### config.mk
export PLATFORM = sky130hd
export DESIGN_NAME = crc_top
export DESIGN_NICKNAME = d
export VERILOG_FILES = /design/src/logic/crc_pkg.sv /design/src/logic/crc_fine_gate.sv /design/src/logic/crc_top.sv
export SDC_FILE = /design/constraint.sdc
export NUM_CORES = 1
export LEC_CHECK = 0
export ABC_AREA = 0
export BUFFER_PORTS_ARGS = -buffer_cell sky130_fd_sc_hd__buf_2
export CORE_AREA = 5 5 80 68
export CTS_BUF_LIST = sky130_fd_sc_hd__clkbuf_16
export CTS_CLUSTER_DIAMETER = 60
export DETAILED_ROUTE_END_ITERATION = 7
export DIE_AREA = 0 0 85 73
export GPL_TIMING_DRIVEN = 0
export HOLD_SLACK_MARGIN = 0.08
export PLACE_DENSITY = 0.74
export SETUP_SLACK_MARGIN = 0.05
export SYNTH_ARGS = -nofsm -noshare
export SYNTH_HDL_FRONTEND = slang
export SYNTH_HIERARCHICAL = 1
export SYNTH_SLANG_ARGS = --single-unit
### constraint.sdc
create_clock -name CLK -period 2.7 [get_ports CLK]
set_clock_uncertainty 0.1 [all_clocks]
set_input_delay 0.27 -clock CLK [delete_from_list [all_inputs] [get_ports CLK]]
set_output_delay 0.27 -clock CLK [all_outputs]
set_load 0.1 [all_outputs]
### src/logic/crc_pkg.sv
package crc_pkg;

  // Special function register map
  localparam logic [7:0] CTRL_ADDR     = 8'hB9;
  localparam logic [7:0] CTRL_PAGE     = 8'h00;
  localparam logic [7:0] PWM_CFG_ADDR  = 8'hB9;
  localparam logic [7:0] PWM_CFG_PAGE  = 8'h0F;
  localparam logic [7:0] CTRL_RESET    = 8'h00;
  localparam logic [7:0] PWM_CFG_RESET = 8'h00;
  localparam logic [7:0] UNMAPPED_READ = 8'h00;

  // Control register fields
  localparam int CTRL_SINK_BIT  = 7;
  localparam int CTRL_SIZE_BIT  = 6;
  localparam int CTRL_COUNT_MSB = 5;
  localparam int CTRL_COUNT_LSB = 0;

  // Configuration register fields
  localparam int CFG_ENABLE_BIT = 7;
  localparam int CFG_UNUSED_MSB = 6;
  localparam int CFG_UNUSED_LSB = 3;
  localparam int CFG_SEL_MSB    = 2;
  localparam int CFG_SEL_LSB    = 0;

  // Step sizes in microamps and the fine source weight in steps
  localparam logic [3:0] LOW_POWER_STEP_UA    = 4'h1;
  localparam logic [3:0] HIGH_CURRENT_STEP_UA = 4'h8;
  localparam logic [5:0] FINE_WEIGHT_STEPS    = 6'h02;
  localparam logic [5:0] COUNT_OFF            = 6'h00;

  // Number of counter array compare outputs and the highest legal select code
  localparam int         NUM_COMPARE_OUTPUTS = 6;
  localparam logic [2:0] SEL_MAX             = 3'h5;

  typedef struct packed {
    logic       sink;
    logic       step_size_select;
    logic [5:0] step_count;
  } crc_ctrl_t;

  typedef struct packed {
    logic       fine_tune_enable;
    logic [2:0] fine_tune_source_select;
  } crc_cfg_t;

endpackage

### src/logic/crc_fine_gate.sv
`timescale 1ns/1ns
`default_nettype none

module crc_fine_gate #(
  parameter int NUM_SRC = crc_pkg::NUM_COMPARE_OUTPUTS
) (
  // Clock, reset and clock enable
  input  wire logic               clk,
  input  wire logic               rst,
  input  wire logic               ce,
  // Configuration
  input  wire crc_pkg::crc_cfg_t  cfg,
  input  wire logic               active,
  // Compare outputs and gate
  input  wire logic [NUM_SRC-1:0] compare_in,
  output logic                    gate
);

  // Refused at elaboration: the select field cannot address more than eight sources
  if (NUM_SRC < 1 || NUM_SRC > 8) begin : g_num_src_check
    $error("crc_fine_gate: NUM_SRC must be 1 to 8");
  end

  logic gate_r;
  logic gate_nxt;

  always_comb begin
    gate_nxt = 1'b0;
    if (cfg.fine_tune_enable && active) begin
      if (cfg.fine_tune_source_select <= crc_pkg::SEL_MAX &&
          32'(cfg.fine_tune_source_select) < NUM_SRC) begin
        gate_nxt = compare_in[cfg.fine_tune_source_select];
      end
    end
  end

  always_ff @(posedge clk or posedge rst) begin
    if (rst) begin
      gate_r <= 1'b0;
    end else if (ce) begin
      gate_r <= gate_nxt;
    end
  end

  assign gate = gate_r;

endmodule

`default_nettype wire

### src/logic/crc_top.sv
`timescale 1ns/1ns
`default_nettype none

module crc_top (
  // Clock, reset and clock enable
  input  wire logic       CLK,
  input  wire logic       RST,
  input  wire logic       CE,
  // Special function register port
  input  wire logic [7:0] SFR_PAGE,
  input  wire logic [7:0] SFR_ADDR,
  input  wire logic       SFR_WR,
  input  wire logic       SFR_RD,
  input  wire logic [7:0] SFR_WDATA,
  output logic      [7:0] SFR_RDATA,
  // Counter array compare outputs
  input  wire logic [5:0] COMPARE_IN,
  // Analog control
  output logic            IREF_ACTIVE,
  output logic            IREF_SINK,
  output logic            IREF_HIGH_CURRENT,
  output logic      [5:0] IREF_STEP_COUNT,
  output logic            IREF_FINE_GATE,
  output logic      [9:0] IREF_CURRENT_UA
);

  ////////////////////////////////////////////////////////////////////////////
  // Helpers

  function automatic logic [9:0] step_current(input logic [5:0] steps,
                                              input logic       high);
    logic [3:0] size;
    size = high ? crc_pkg::HIGH_CURRENT_STEP_UA : crc_pkg::LOW_POWER_STEP_UA;
    step_current = 10'(steps) * 10'(size);
  endfunction

  function automatic logic hit(input logic [7:0] page, input logic [7:0] addr,
                               input logic [7:0] want_page,
                               input logic [7:0] want_addr);
    hit = (page == want_page) && (addr == want_addr);
  endfunction

  ////////////////////////////////////////////////////////////////////////////
  // Register file

  crc_pkg::crc_ctrl_t ctrl_r;
  crc_pkg::crc_ctrl_t ctrl_nxt;
  crc_pkg::crc_cfg_t  cfg_r;
  crc_pkg::crc_cfg_t  cfg_nxt;
  logic [7:0]         rdata_r;
  logic [7:0]         rdata_nxt;
  logic               ctrl_sel;
  logic               cfg_sel;

  assign ctrl_sel = hit(SFR_PAGE, SFR_ADDR, crc_pkg::CTRL_PAGE, crc_pkg::CTRL_ADDR);
  assign cfg_sel  = hit(SFR_PAGE, SFR_ADDR, crc_pkg::PWM_CFG_PAGE, crc_pkg::PWM_CFG_ADDR);

  always_comb begin
    ctrl_nxt  = ctrl_r;
    cfg_nxt   = cfg_r;
    rdata_nxt = rdata_r;
    if (SFR_WR && ctrl_sel) begin
      ctrl_nxt.sink             = SFR_WDATA[crc_pkg::CTRL_SINK_BIT];
      ctrl_nxt.step_size_select = SFR_WDATA[crc_pkg::CTRL_SIZE_BIT];
      ctrl_nxt.step_count = SFR_WDATA[crc_pkg::CTRL_COUNT_MSB:crc_pkg::CTRL_COUNT_LSB];
    end
    if (SFR_WR && cfg_sel) begin
      cfg_nxt.fine_tune_enable        = SFR_WDATA[crc_pkg::CFG_ENABLE_BIT];
      cfg_nxt.fine_tune_source_select = SFR_WDATA[crc_pkg::CFG_SEL_MSB:crc_pkg::CFG_SEL_LSB];
    end
    if (SFR_RD) begin
      if (ctrl_sel) begin
        rdata_nxt = ctrl_r;
      end else if (cfg_sel) begin
        rdata_nxt = crc_pkg::PWM_CFG_RESET;
        rdata_nxt[crc_pkg::CFG_ENABLE_BIT] = cfg_r.fine_tune_enable;
        rdata_nxt[crc_pkg::CFG_SEL_MSB:crc_pkg::CFG_SEL_LSB] = cfg_r.fine_tune_source_select;
        rdata_nxt[crc_pkg::CFG_UNUSED_MSB:crc_pkg::CFG_UNUSED_LSB] = 4'h0;
      end else begin
        rdata_nxt = crc_pkg::UNMAPPED_READ;
      end
    end
  end

  always_ff @(posedge CLK or posedge RST) begin
    if (RST) begin
      ctrl_r  <= crc_pkg::CTRL_RESET;
      cfg_r.fine_tune_enable        <= crc_pkg::PWM_CFG_RESET[crc_pkg::CFG_ENABLE_BIT];
      cfg_r.fine_tune_source_select <=
        crc_pkg::PWM_CFG_RESET[crc_pkg::CFG_SEL_MSB:crc_pkg::CFG_SEL_LSB];
      rdata_r <= crc_pkg::UNMAPPED_READ;
    end else if (CE) begin
      ctrl_r  <= ctrl_nxt;
      cfg_r   <= cfg_nxt;
      rdata_r <= rdata_nxt;
    end
  end

  assign SFR_RDATA = rdata_r;

  ////////////////////////////////////////////////////////////////////////////
  // Fine tuning gate

  logic active;
  logic fine_gate;

  assign active = (ctrl_r.step_count != crc_pkg::COUNT_OFF);

  crc_fine_gate #(
    .NUM_SRC (crc_pkg::NUM_COMPARE_OUTPUTS)
  ) u_fine_gate (
    .clk        (CLK),
    .rst        (RST),
    .ce         (CE),
    .cfg        (cfg_r),
    .active     (active),
    .compare_in (COMPARE_IN),
    .gate       (fine_gate)
  );

  ////////////////////////////////////////////////////////////////////////////
  // Analog control outputs
  // Registered so the analog side never sees decode glitches.

  logic       active_r;
  logic       active_nxt;
  logic       sink_r;
  logic       sink_nxt;
  logic       high_r;
  logic       high_nxt;
  logic [5:0] count_r;
  logic [5:0] count_nxt;
  logic [9:0] current_r;
  logic [9:0] current_nxt;

  always_comb begin
    active_nxt = active;
    sink_nxt   = ctrl_r.sink;
    high_nxt   = ctrl_r.step_size_select;
    count_nxt  = ctrl_r.step_count;
    current_nxt = step_current(ctrl_r.step_count, ctrl_r.step_size_select);
    if (fine_gate) begin
      current_nxt = current_nxt +
                    step_current(crc_pkg::FINE_WEIGHT_STEPS, ctrl_r.step_size_select);
    end
  end

  always_ff @(posedge CLK or posedge RST) begin
    if (RST) begin
      active_r  <= 1'b0;
      sink_r    <= 1'b0;
      high_r    <= 1'b0;
      count_r   <= crc_pkg::COUNT_OFF;
      current_r <= 10'h000;
    end else if (CE) begin
      active_r  <= active_nxt;
      sink_r    <= sink_nxt;
      high_r    <= high_nxt;
      count_r   <= count_nxt;
      current_r <= current_nxt;
    end
  end

  assign IREF_ACTIVE       = active_r;
  assign IREF_SINK         = sink_r;
  assign IREF_HIGH_CURRENT = high_r;
  assign IREF_STEP_COUNT   = count_r;
  assign IREF_FINE_GATE    = fine_gate;
  assign IREF_CURRENT_UA   = current_r;

endmodule

`default_nettype wire

==> metrics.txt, run 1 <==
Critical Path Max Stage Delay roughly 0.42 ns; worst setup margin 0.1634 ns; DP Wirelength between 3000 and 4000 um; Routed WL roughly 5100 um; DRC violation total after the first TritonRoute iteration 93; number of global-route vias before repair 1741; final slew viol count 0; Layout area overhead 25.67%; Fin Hold WS ~0.12 ns; largest net degree at the start of global routing 40; Avg WL per Cell 15.79 um; Final TNS setup 0 ns; RSZ-0062 raised after global routing false; commonest non-fill, non-tap cell in the layout buf_2; crit path max fanout 10; number of remaining DRC errors 0; PwrDens roughly 480 nW/um^2; Seq/Total Area, Yosys 0.4585; largest area contributor in the netlist dfrtp_1; relative slew slack 0.4541; max-cap violation count 0; largest cells by area after synthesis dfrtp_1, mux2_2, ha_1; Critical Path RT 2.79 ns; slowest CP cell dfrtp_1; Hold WC Path Type input pin to flop; H-tree depth 2; commonest register cell after synthesis dfrtp_1; starting density of the core 0.4683; crit end category flop; yosys warns 6; number of enable flip-flop cells after synthesis 0; Least-Margin Pin Slew roughly 0.82 ns; fin crit share 0.9395; n_diodes 0; outcome finished, final reports clean; first-pass GRT wire length around 8600 um; maximum root-to-sink buffer count 2; leading cell types in the layout, fill and taps excluded buf_2, dfrtp_1, mux2_2, nand2_1, nor2_1; FP Rows 23; clock buffer count from CTS 5; count of state elements after synthesis 40; die area 6205 sq um; Mapped Area 2183 sq um; vias 1702; post-CTS setup buffers 0; worst endpoint data arrival time roughly 2.6 ns; Post-synth ARST share 1.000; Leakage Power roughly 1.4 nW; TritonCTS clock tree built; core outline area around 4700 sq um; nets@finish 301; Worst-Skew Late Latency about 0.28 ns; initial antenna violation count 0; Worst-path clk slew 0.06 ns; final setup violation count 0; RePlAce Congestion between 0.8 and 0.9; All-Layer GR Usage 0.1792; fin crit period about 2.5 ns; Die Span Y 73 um; Worst path most repeated cell buf_6; Placement Setup Slack ~0.19 ns; post-synthesis cell count between 150 and 200; chip width between 80 and 90 um; maximum operating frequency 394.2 MHz; Synth top area share 0.4585; post-route ant nets 0; Max IR drop VDD approximately 0.34 mV; IO Port Bufs 62; Setup CP Type flop to flop; final core occ 0.5886; drt first pass iters 4; Setup crit start kind flop; Avg Inst Size Synth about 12 sq um; Root Buffer clkbuf_16; Via density between 5 and 6; Clock Sinks 40; layout cells sized above 1 0.4368; grt ovf 0; worst path cell trace buf_6, buf_6, nand2_1, o21ai_0, ha_1, ha_4, a41oi_2, nand2b_4, or3b_1, a31oi_1; Final Hold Viols 0; Top Ports 63; Yosys cell types 50
==> what timing repair did <==
item	4_1_cts	5_1_grt
hold buffers	1	0
resized for setup	0	1
endpoints found under the setup margin	0	1
hold endpoints to repair	1	0
==> cell usage after synthesis (4+ instances only) <==
| master | count |
|---|---|
| dfrtp_1 | 40 |
| mux2_2 | 21 |
| nand2_1 | 13 |
| nor2_1 | 10 |
| inv_1 | 6 |
| o21ai_0 | 6 |
| xnor2_1 | 6 |
| and2_1 | 5 |
| buf_6 | 5 |
| ha_1 | 5 |
| a21oi_1 | 4 |
| a22o_1 | 4 |
| mux2i_1 | 4 |
==> final timing paths <==
| check | from | depth (start not counted) | slack [ns] | end |
|---|---|---|---|---|
| setup reg to reg | high_nxt | 10 | 0.16 | IREF_CURRENT_UA[8] |
| hold / removal | SFR_WDATA[3] | 2 | 0.12 | count_nxt[3] |
| setup / recovery | high_nxt | 10 | 0.16 | IREF_CURRENT_UA[8] |
| max in group asynchronous | RST | 3 | 1.38 | IREF_CURRENT_UA[5] |
| min in group asynchronous | RST | 3 | 0.28 | u_fine_gate/gate |
| hold reg to reg | IREF_CURRENT_UA[4] | 1 | 0.37 | IREF_CURRENT_UA[4] |
==> critical path, delay by kind of cell (launching register included) <==
kind                       cells  cell delay, ns
DFF                            1            0.42
adders and majority gates      2            0.66
and+or+nand+nor                3            0.59
buffers and inverters          2            0.31
AOI/OAI and AO/OA              3            0.37
==> metrics by stage <==
stage	total power (W)	cells	area, sq um
final	0.001314	323	2744
after global routing	0.001368	323	2744
after CTS	0.001327	323	2731
after detailed placement	0.0007694	314	2582
after global placement	0.0007678	314	2582
after floorplan	0.0007228	190	2195
==> power by group <==
part / internal, W / leakage, nW / switching, W
Clock: 0.000335 / 0.0710 / 0.000218
Combinational: 0.0000403 / 0.772 / 0.000108
Sequential: 0.000608 / 0.547 / 0.00000412
Total: 0.000983 / 1.39 / 0.000330
==> sequential cells by signal, summed over array words and instances (netlist names) <==
register and count:
IREF_CURRENT_UA 10, SFR_RDATA 8, IREF_STEP_COUNT 6, sink_nxt 1, cfg_r 4, IREF_HIGH_CURRENT 1, IREF_ACTIVE 1, IREF_SINK 1
u_fine_gate/gate 1, count_nxt 6, high_nxt 1
==> area by class of cell <==
type                            instances  area [sq um]
Inverter                                6         22.52
Sequential cell                        40          1001
Clock inverter                          3         13.76
Fill cell                             419          1918
Multi-Input combinational cell        135          1106
Tap cell                               62         77.57
Clock buffer                            5         125.1
Timing Repair Buffer                   63         320.3
Buffer                                  9         77.57
==> routing by layer <==
metal  GRT usage  share of wire
met1      0.2410           0.46
met2      0.2810           0.47
met3     0.04740          0.060
met4     0.06327          0.010
met5           0              0
==> cell families after synthesis <==
family,share of synthesized area
buf+inv,0.04584
simple gates,0.1576
other cells,0.001718
mux,0.1335
compound gates,0.1289
flops,0.4585
fa+ha+maj,0.03782
xor+xnor,0.03611
Note: power is estimated with default switching activity, not from simulation.
==> run 2, diff against run 1 <==
--- a/config.mk
+++ b/config.mk
@@ -7,11 +7,11 @@
 export LEC_CHECK = 0
 export ABC_AREA = 0
 export BUFFER_PORTS_ARGS = -buffer_cell sky130_fd_sc_hd__buf_2
-export CORE_AREA = 5 5 80 68
+export CORE_AREA = 2 2 77 65
 export CTS_BUF_LIST = sky130_fd_sc_hd__clkbuf_16
 export CTS_CLUSTER_DIAMETER = 60
 export DETAILED_ROUTE_END_ITERATION = 7
-export DIE_AREA = 0 0 85 73
+export DIE_AREA = 0 0 79 67
 export GPL_TIMING_DRIVEN = 0
 export HOLD_SLACK_MARGIN = 0.08
 export PLACE_DENSITY = 0.74
==> metrics.txt, run 2 (synthesis results as in run 1) <==
r2r setup slk 0.17 ns (about the same); clock buffer count from CTS 5 (unchanged); crit path max fanout 10 (unchanged); Layout area overhead 27.28%; Register-to-Register Path Depth 10 (unchanged); Leakage Power 1.403 nW (+0.99%); starting density of the core 0.4896 (+0.02129); fin crit period 2.528 ns (-0.008907 ns); Worst path most repeated cell buf_6; IO Port Bufs 62 (unchanged); Final TNS setup 0 ns (unchanged); outcome finished, final reports clean; first-pass GRT wire length 8114 um (-6.1%); Setup CP Type flop to flop; RR Endpoint IREF_CURRENT_UA[8]; DP Wirelength 3605 um (-5.7%); vias 1718 (+0.94%); Die Span Y 67 um (-8.2%); slowest CP cell dfrtp_1; drt first pass iters 4 (unchanged); Top Ports 63 (unchanged); area occupied by multi-input gates 1112 sq um (+0.57%); Worst-path clk slew 0.06 ns (about the same); core outline area 4459 sq um (-4.3%); number of global-route vias before repair 1681 (-3.4%); fill count 376 (-10%); DRC violation total after the first TritonRoute iteration 79 (-15%); Final Hold Viols 0 (unchanged); final setup violation count 0 (unchanged); final instance area 2779 sq um (+1.3%); Worst-Skew Late Latency 0.28 ns (about the same); Least-Margin Pin Slew 0.7808 ns (-0.03690 ns); Critical Path Max Stage Delay 0.39 ns (-0.03 ns); FP Rows 22 (-4.3%); Fin Hold WS 0.1198 ns (-0.001734 ns); crit end category flop; nets@finish 302 (+0.33%); PwrDens 508.3 nW/um^2 (+6.2%); relative slew slack 0.4787 (+0.02463); Setup crit end IREF_CURRENT_UA[8]; maximum operating frequency 395.6 MHz (+0.35%); Via density 5.335 (+1.3%); Hold WC Path Type input pin to flop; Setup crit start kind flop; worst path cell trace buf_6, buf_6, nand2_1, o21ai_0, ha_1, ha_4, a41oi_2, nand2b_4, or3b_1, a31oi_2; final core occ 0.6232 (+0.03461); fin crit share 0.9362 (-0.003299); RSZ-0062 raised after global routing false; initial antenna violation count 0 (unchanged); grt ovf 0 (unchanged); RePlAce Congestion 0.8452 (+2.7%); max-cap violation count 0 (unchanged); All-Layer GR Usage 0.2043 (+0.02512); commonest non-fill, non-tap cell in the layout buf_2; worst endpoint data arrival time 2.63 ns (about the same); worst setup margin 0.1723 ns (+0.008907 ns); maximum root-to-sink buffer count 2 (unchanged); Max IR drop VDD 0.4467 mV (+30%); CP startpoint high_nxt; Seq. cell area 1001 sq um (unchanged); area post-placement 2580 sq um (about the same); Root Buffer clkbuf_16; final slew viol count 0 (unchanged); Avg WL per Cell 15.45 um (-2.1%); TritonCTS clock tree built; largest net degree at the start of global routing 40 (unchanged); flip-flop count of the largest register after layout 10 (unchanged); chip width 79 um (-7.1%); Critical Path RT 2.80 ns (about the same); Placement Setup Slack 0.2150 ns (+0.02499 ns); leading cell types in the layout, fill and taps excluded buf_2, dfrtp_1, mux2_2, nand2_1, nor2_1; reg2reg start high_nxt; post-route ant nets 0 (unchanged); number of remaining DRC errors 0 (unchanged); die area 5293 sq um (-15%); layout cells sized above 1 0.4389 (+0.002150); H-tree depth 2 (unchanged); n_diodes 0 (unchanged); Routed WL 4974 um (-2.5%); Clock Sinks 40 (unchanged)
run 2: cell count changes in the layout (fill, tap and decap cells not counted):
cell       previous run  this run
a31oi_1               2         1
a31oi_2               0         1
buf_4                 1         2
bufinv_16             0         1
clkinv_1              1         2
clkinv_2              2         0
run 2: timing repair:
item / in CTS / in global routing
hold buffers: 1 / 0
gates resized for setup: 0 / 2
setup buffers: 0 / 1
endpoints found under the hold margin: 1 / 0
endpoints found under the setup margin: 0 / 1
run 2: worst min path at each step:
| stage | startpoint | end | slack, ns | cells past startpoint |
|---|---|---|---|---|
| after floorplan | RST | u_fine_gate/gate | -0.10 | 1 |
| after global placement | RST | u_fine_gate/gate | 0.01 | 2 |
| after detailed placement | RST | u_fine_gate/gate | 0.02 | 2 |
| after CTS | SFR_WDATA[4] | count_nxt[4] | 0.12 | 2 |
| after global routing | SFR_WDATA[4] | count_nxt[4] | 0.13 | 2 |
| final | SFR_WDATA[4] | count_nxt[4] | 0.12 | 2 |
run 2: area by class of cell:
class	count	area share
buffer	9	0.02792
clock buffer	5	0.04502
clock inverter	3	0.01351
inverter	6	0.008104
multi-input combinational	135	0.4003
sequential	40	0.3602
tap	60	0.02701
timing repair buffer	64	0.1180
run 2: worst max-delay path: cells and delay by family (launching register included):
kind | cells | cell delay, ns
AO/OA/AOI/OAI | 3 | 0.39
adder cells (fa/ha/maj) | 2 | 0.66
buffers and inverters | 2 | 0.29
flip-flops | 1 | 0.39
AND/OR/NAND/NOR | 3 | 0.60
run 2: layer usage:
metal / up-vias / track usage / wire length [um]
li1: 815 / - / -
met1: 837 / 0.2817 / 2236
met2: 61 / 0.3284 / 2325
met3: 5 / 0.04065 / 363
met4: 0 / 0.05819 / 48
met5: - / 0 / 0
run 2: power by group:
part	leakage (nW)	switching (W)	internal, W
combinational	0.778	0.000109	0.0000409
sequential	0.547	0.00000425	0.000608
clock	0.0789	0.000221	0.000429
total	1.40	0.000335	0.00108
run 2: through the flow:
stage                     power (W)  std cells
after global placement    0.0007679        312
after global routing       0.001464        322
after floorplan           0.0007228        190
after detailed placement  0.0007704        312
final                      0.001413        322
after CTS                  0.001424        321
==> run 3, diff against run 2 <==
--- a/config.mk
+++ b/config.mk
@@ -7,11 +7,11 @@
 export LEC_CHECK = 0
 export ABC_AREA = 0
 export BUFFER_PORTS_ARGS = -buffer_cell sky130_fd_sc_hd__buf_2
-export CORE_AREA = 2 2 77 65
+export CORE_AREA = 2 2 80 66
 export CTS_BUF_LIST = sky130_fd_sc_hd__clkbuf_16
 export CTS_CLUSTER_DIAMETER = 60
 export DETAILED_ROUTE_END_ITERATION = 7
-export DIE_AREA = 0 0 79 67
+export DIE_AREA = 0 0 82 68
 export GPL_TIMING_DRIVEN = 0
 export HOLD_SLACK_MARGIN = 0.08
 export PLACE_DENSITY = 0.74
==> constraint.sdc (replaced) <==
create_clock -name CLK -period 2.3 [get_ports CLK]
set_clock_uncertainty 0.1 [all_clocks]
set_input_delay 0.23 -clock CLK [delete_from_list [all_inputs] [get_ports CLK]]
set_output_delay 0.23 -clock CLK [all_outputs]
set_load 0.1 [all_outputs]
==> metrics.txt, run 3 (synthesis results as in run 1) <==
IO Port Bufs 62 (unchanged); number of global-route vias before repair 1792 (+6.6%); Final TNS setup 0 ns (unchanged); Die Span Y 68 um (+1.5%); Fin Hold WS 0.08545 ns (-0.03438 ns); commonest non-fill, non-tap cell in the layout buf_2; leading cell types in the layout, fill and taps excluded buf_2, dfrtp_1, mux2_2, buf_4; RSZ-0062 raised after global routing true; r2r setup slk 0.06 ns (-0.11 ns); fin crit period 2.239 ns (-0.2884 ns); outcome finished, final reports clean; post-route ant nets 0 (unchanged); hold depth 2 (unchanged); nets@finish 315 (+4.3%); largest net degree at the start of global routing 40 (unchanged); Max IR drop VDD 0.3521 mV (-21%); Hold WC Path Type input pin to flop; core outline area 4835 sq um (+8.4%); Hold Startpoint SFR_WDATA[5]; Worst-path clk slew 0.06 ns (about the same); Avg WL per Cell 15.66 um (+1.4%); maximum root-to-sink buffer count 2 (unchanged); grt ovf 0 (unchanged); All-Layer GR Usage 0.2087 (+0.004356); Hold Path End count_nxt[5]; H-tree depth 2 (unchanged); Design Power 0.001543 W (+9.2%); TritonCTS clock tree built; layout cells sized above 1 0.4818 (+0.04282); final slew viol count 0 (unchanged); DP Wirelength 3662 um (+1.6%); max-cap violation count 0 (unchanged); vias 1812 (+5.5%); FP Rows 23 (+4.5%); Layout area overhead 31.92%; reg2reg start high_nxt; Leakage Power 1.462 nW (+4.2%); relative slew slack 0.4706 (-0.008138); Final Hold Viols 0 (unchanged); clock buffer count from CTS 5 (unchanged); Least-Margin Pin Slew 0.7930 ns (+0.01219 ns); Root Buffer clkbuf_16; RR Endpoint IREF_CURRENT_UA[8]; flip-flop count of the largest register after layout 10 (unchanged); maximum operating frequency 446.6 MHz (+13%); crit end category flop; final setup violation count 0 (unchanged); drt first pass iters 4 (unchanged); crit path max fanout 6 (-4); die area 5576 sq um (+5.3%); Top Ports 63 (unchanged); n_diodes 0 (unchanged); first-pass GRT wire length 8652 um (+6.6%); Setup crit start kind flop; RePlAce Congestion 0.8852 (+4.7%); number of remaining DRC errors 0 (unchanged); final core occ 0.5958 (-0.02742); Register-to-Register Path Depth 9 (-1); Critical Path RT 2.40 ns (-0.40 ns); Placed Instances 314 (+0.64%); chip width 82 um (+3.8%); DRC violation total after the first TritonRoute iteration 104 (+32%); Routed WL 5262 um (+5.8%); initial antenna violation count 0 (unchanged); fin crit share 0.9736 (+0.03741); starting density of the core 0.4516 (-0.03801); Clock Sinks 40 (unchanged); worst endpoint data arrival time 2.34 ns (-0.29 ns); Non-Filler Instances 336 (+4.3%); Setup CP Type flop to flop; Worst-Skew Late Latency 0.28 ns (about the same); Via density 5.393 (+1.1%); PwrDens 535.6 nW/um^2 (+5.4%)
==> run 3: cell types whose count changed in the layout (fill, tap and decap cells not counted), sizes merged <==
cell,change
buf,+12
bufinv,-1
dlygate4sd3,+1
==> run 3: how the worst max path moves through the flow <==
stage               startpoint                 end  slack [ns]
finish                high_nxt  IREF_CURRENT_UA[8]        0.06
global route          high_nxt  IREF_CURRENT_UA[8]      -0.006
CTS                   high_nxt  IREF_CURRENT_UA[8]       -0.02
detailed placement    high_nxt  IREF_CURRENT_UA[8]       -0.21
global placement      high_nxt  IREF_CURRENT_UA[8]       -0.17
floorplan             high_nxt  IREF_CURRENT_UA[8]       -0.23
==> run 3: area by class of cell <==
class | count | area, sq um
clock buffers | 5 | 125.1
plain buffers | 8 | 70.07
fillers | 411 | 1954
multi-input cells | 135 | 1137
flip-flops and latches | 40 | 1002
well taps | 62 | 77.57
inverters | 6 | 25.02
repair buffers | 78 | 435.4
clock inverters | 2 | 7.507
==> run 3: metrics by stage <==
stage / instance area [sq um] / setup slack [ns]
2_1_floorplan: 2195 / -0.2265
3_3_place_gp: 2582 / -0.1689
3_5_place_dp: 2582 / -0.2115
4_1_cts: 2810 / -0.01640
5_1_grt: 2880 / -0.005916
6_report: 2880 / 0.06076
==> run 3: where the power goes <==
group	switching, W	internal [W]
clock	0.000255	0.000388
combinational	0.000130	0.0000522
sequential	0.00000480	0.000714
total	0.000389	0.00115
==> run 3: metal layers <==
layer / track usage / vias to the layer above / wire (um)
met2: 0.3343 / 56 / 2528
met1: 0.2712 / 905 / 2337
li1: - / 845 / -
met3: 0.06332 / 6 / 324
met4: 0.06875 / 0 / 72
met5: 0 / - / 0
==> run 3: worst max-delay path, cell delays in order, from the launching register on <==
cell and delay, ns:
dfrtp_1 0.39, buf_6 0.14, nand2_2 0.04, o21ai_1 0.06, ha_1 0.35, ha_4 0.30
a41oi_4 0.12, nand2b_4 0.17, or3b_1 0.36, a31oi_1 0.14
==> run 3: what timing repair did <==
item,4_1_cts,5_1_grt
hold buffers,2,0
setup endpoints to repair,5,5
buffers inserted,8,6
resized for setup,6,6
pin swaps,5,9
endpoints found under the hold margin,41,0
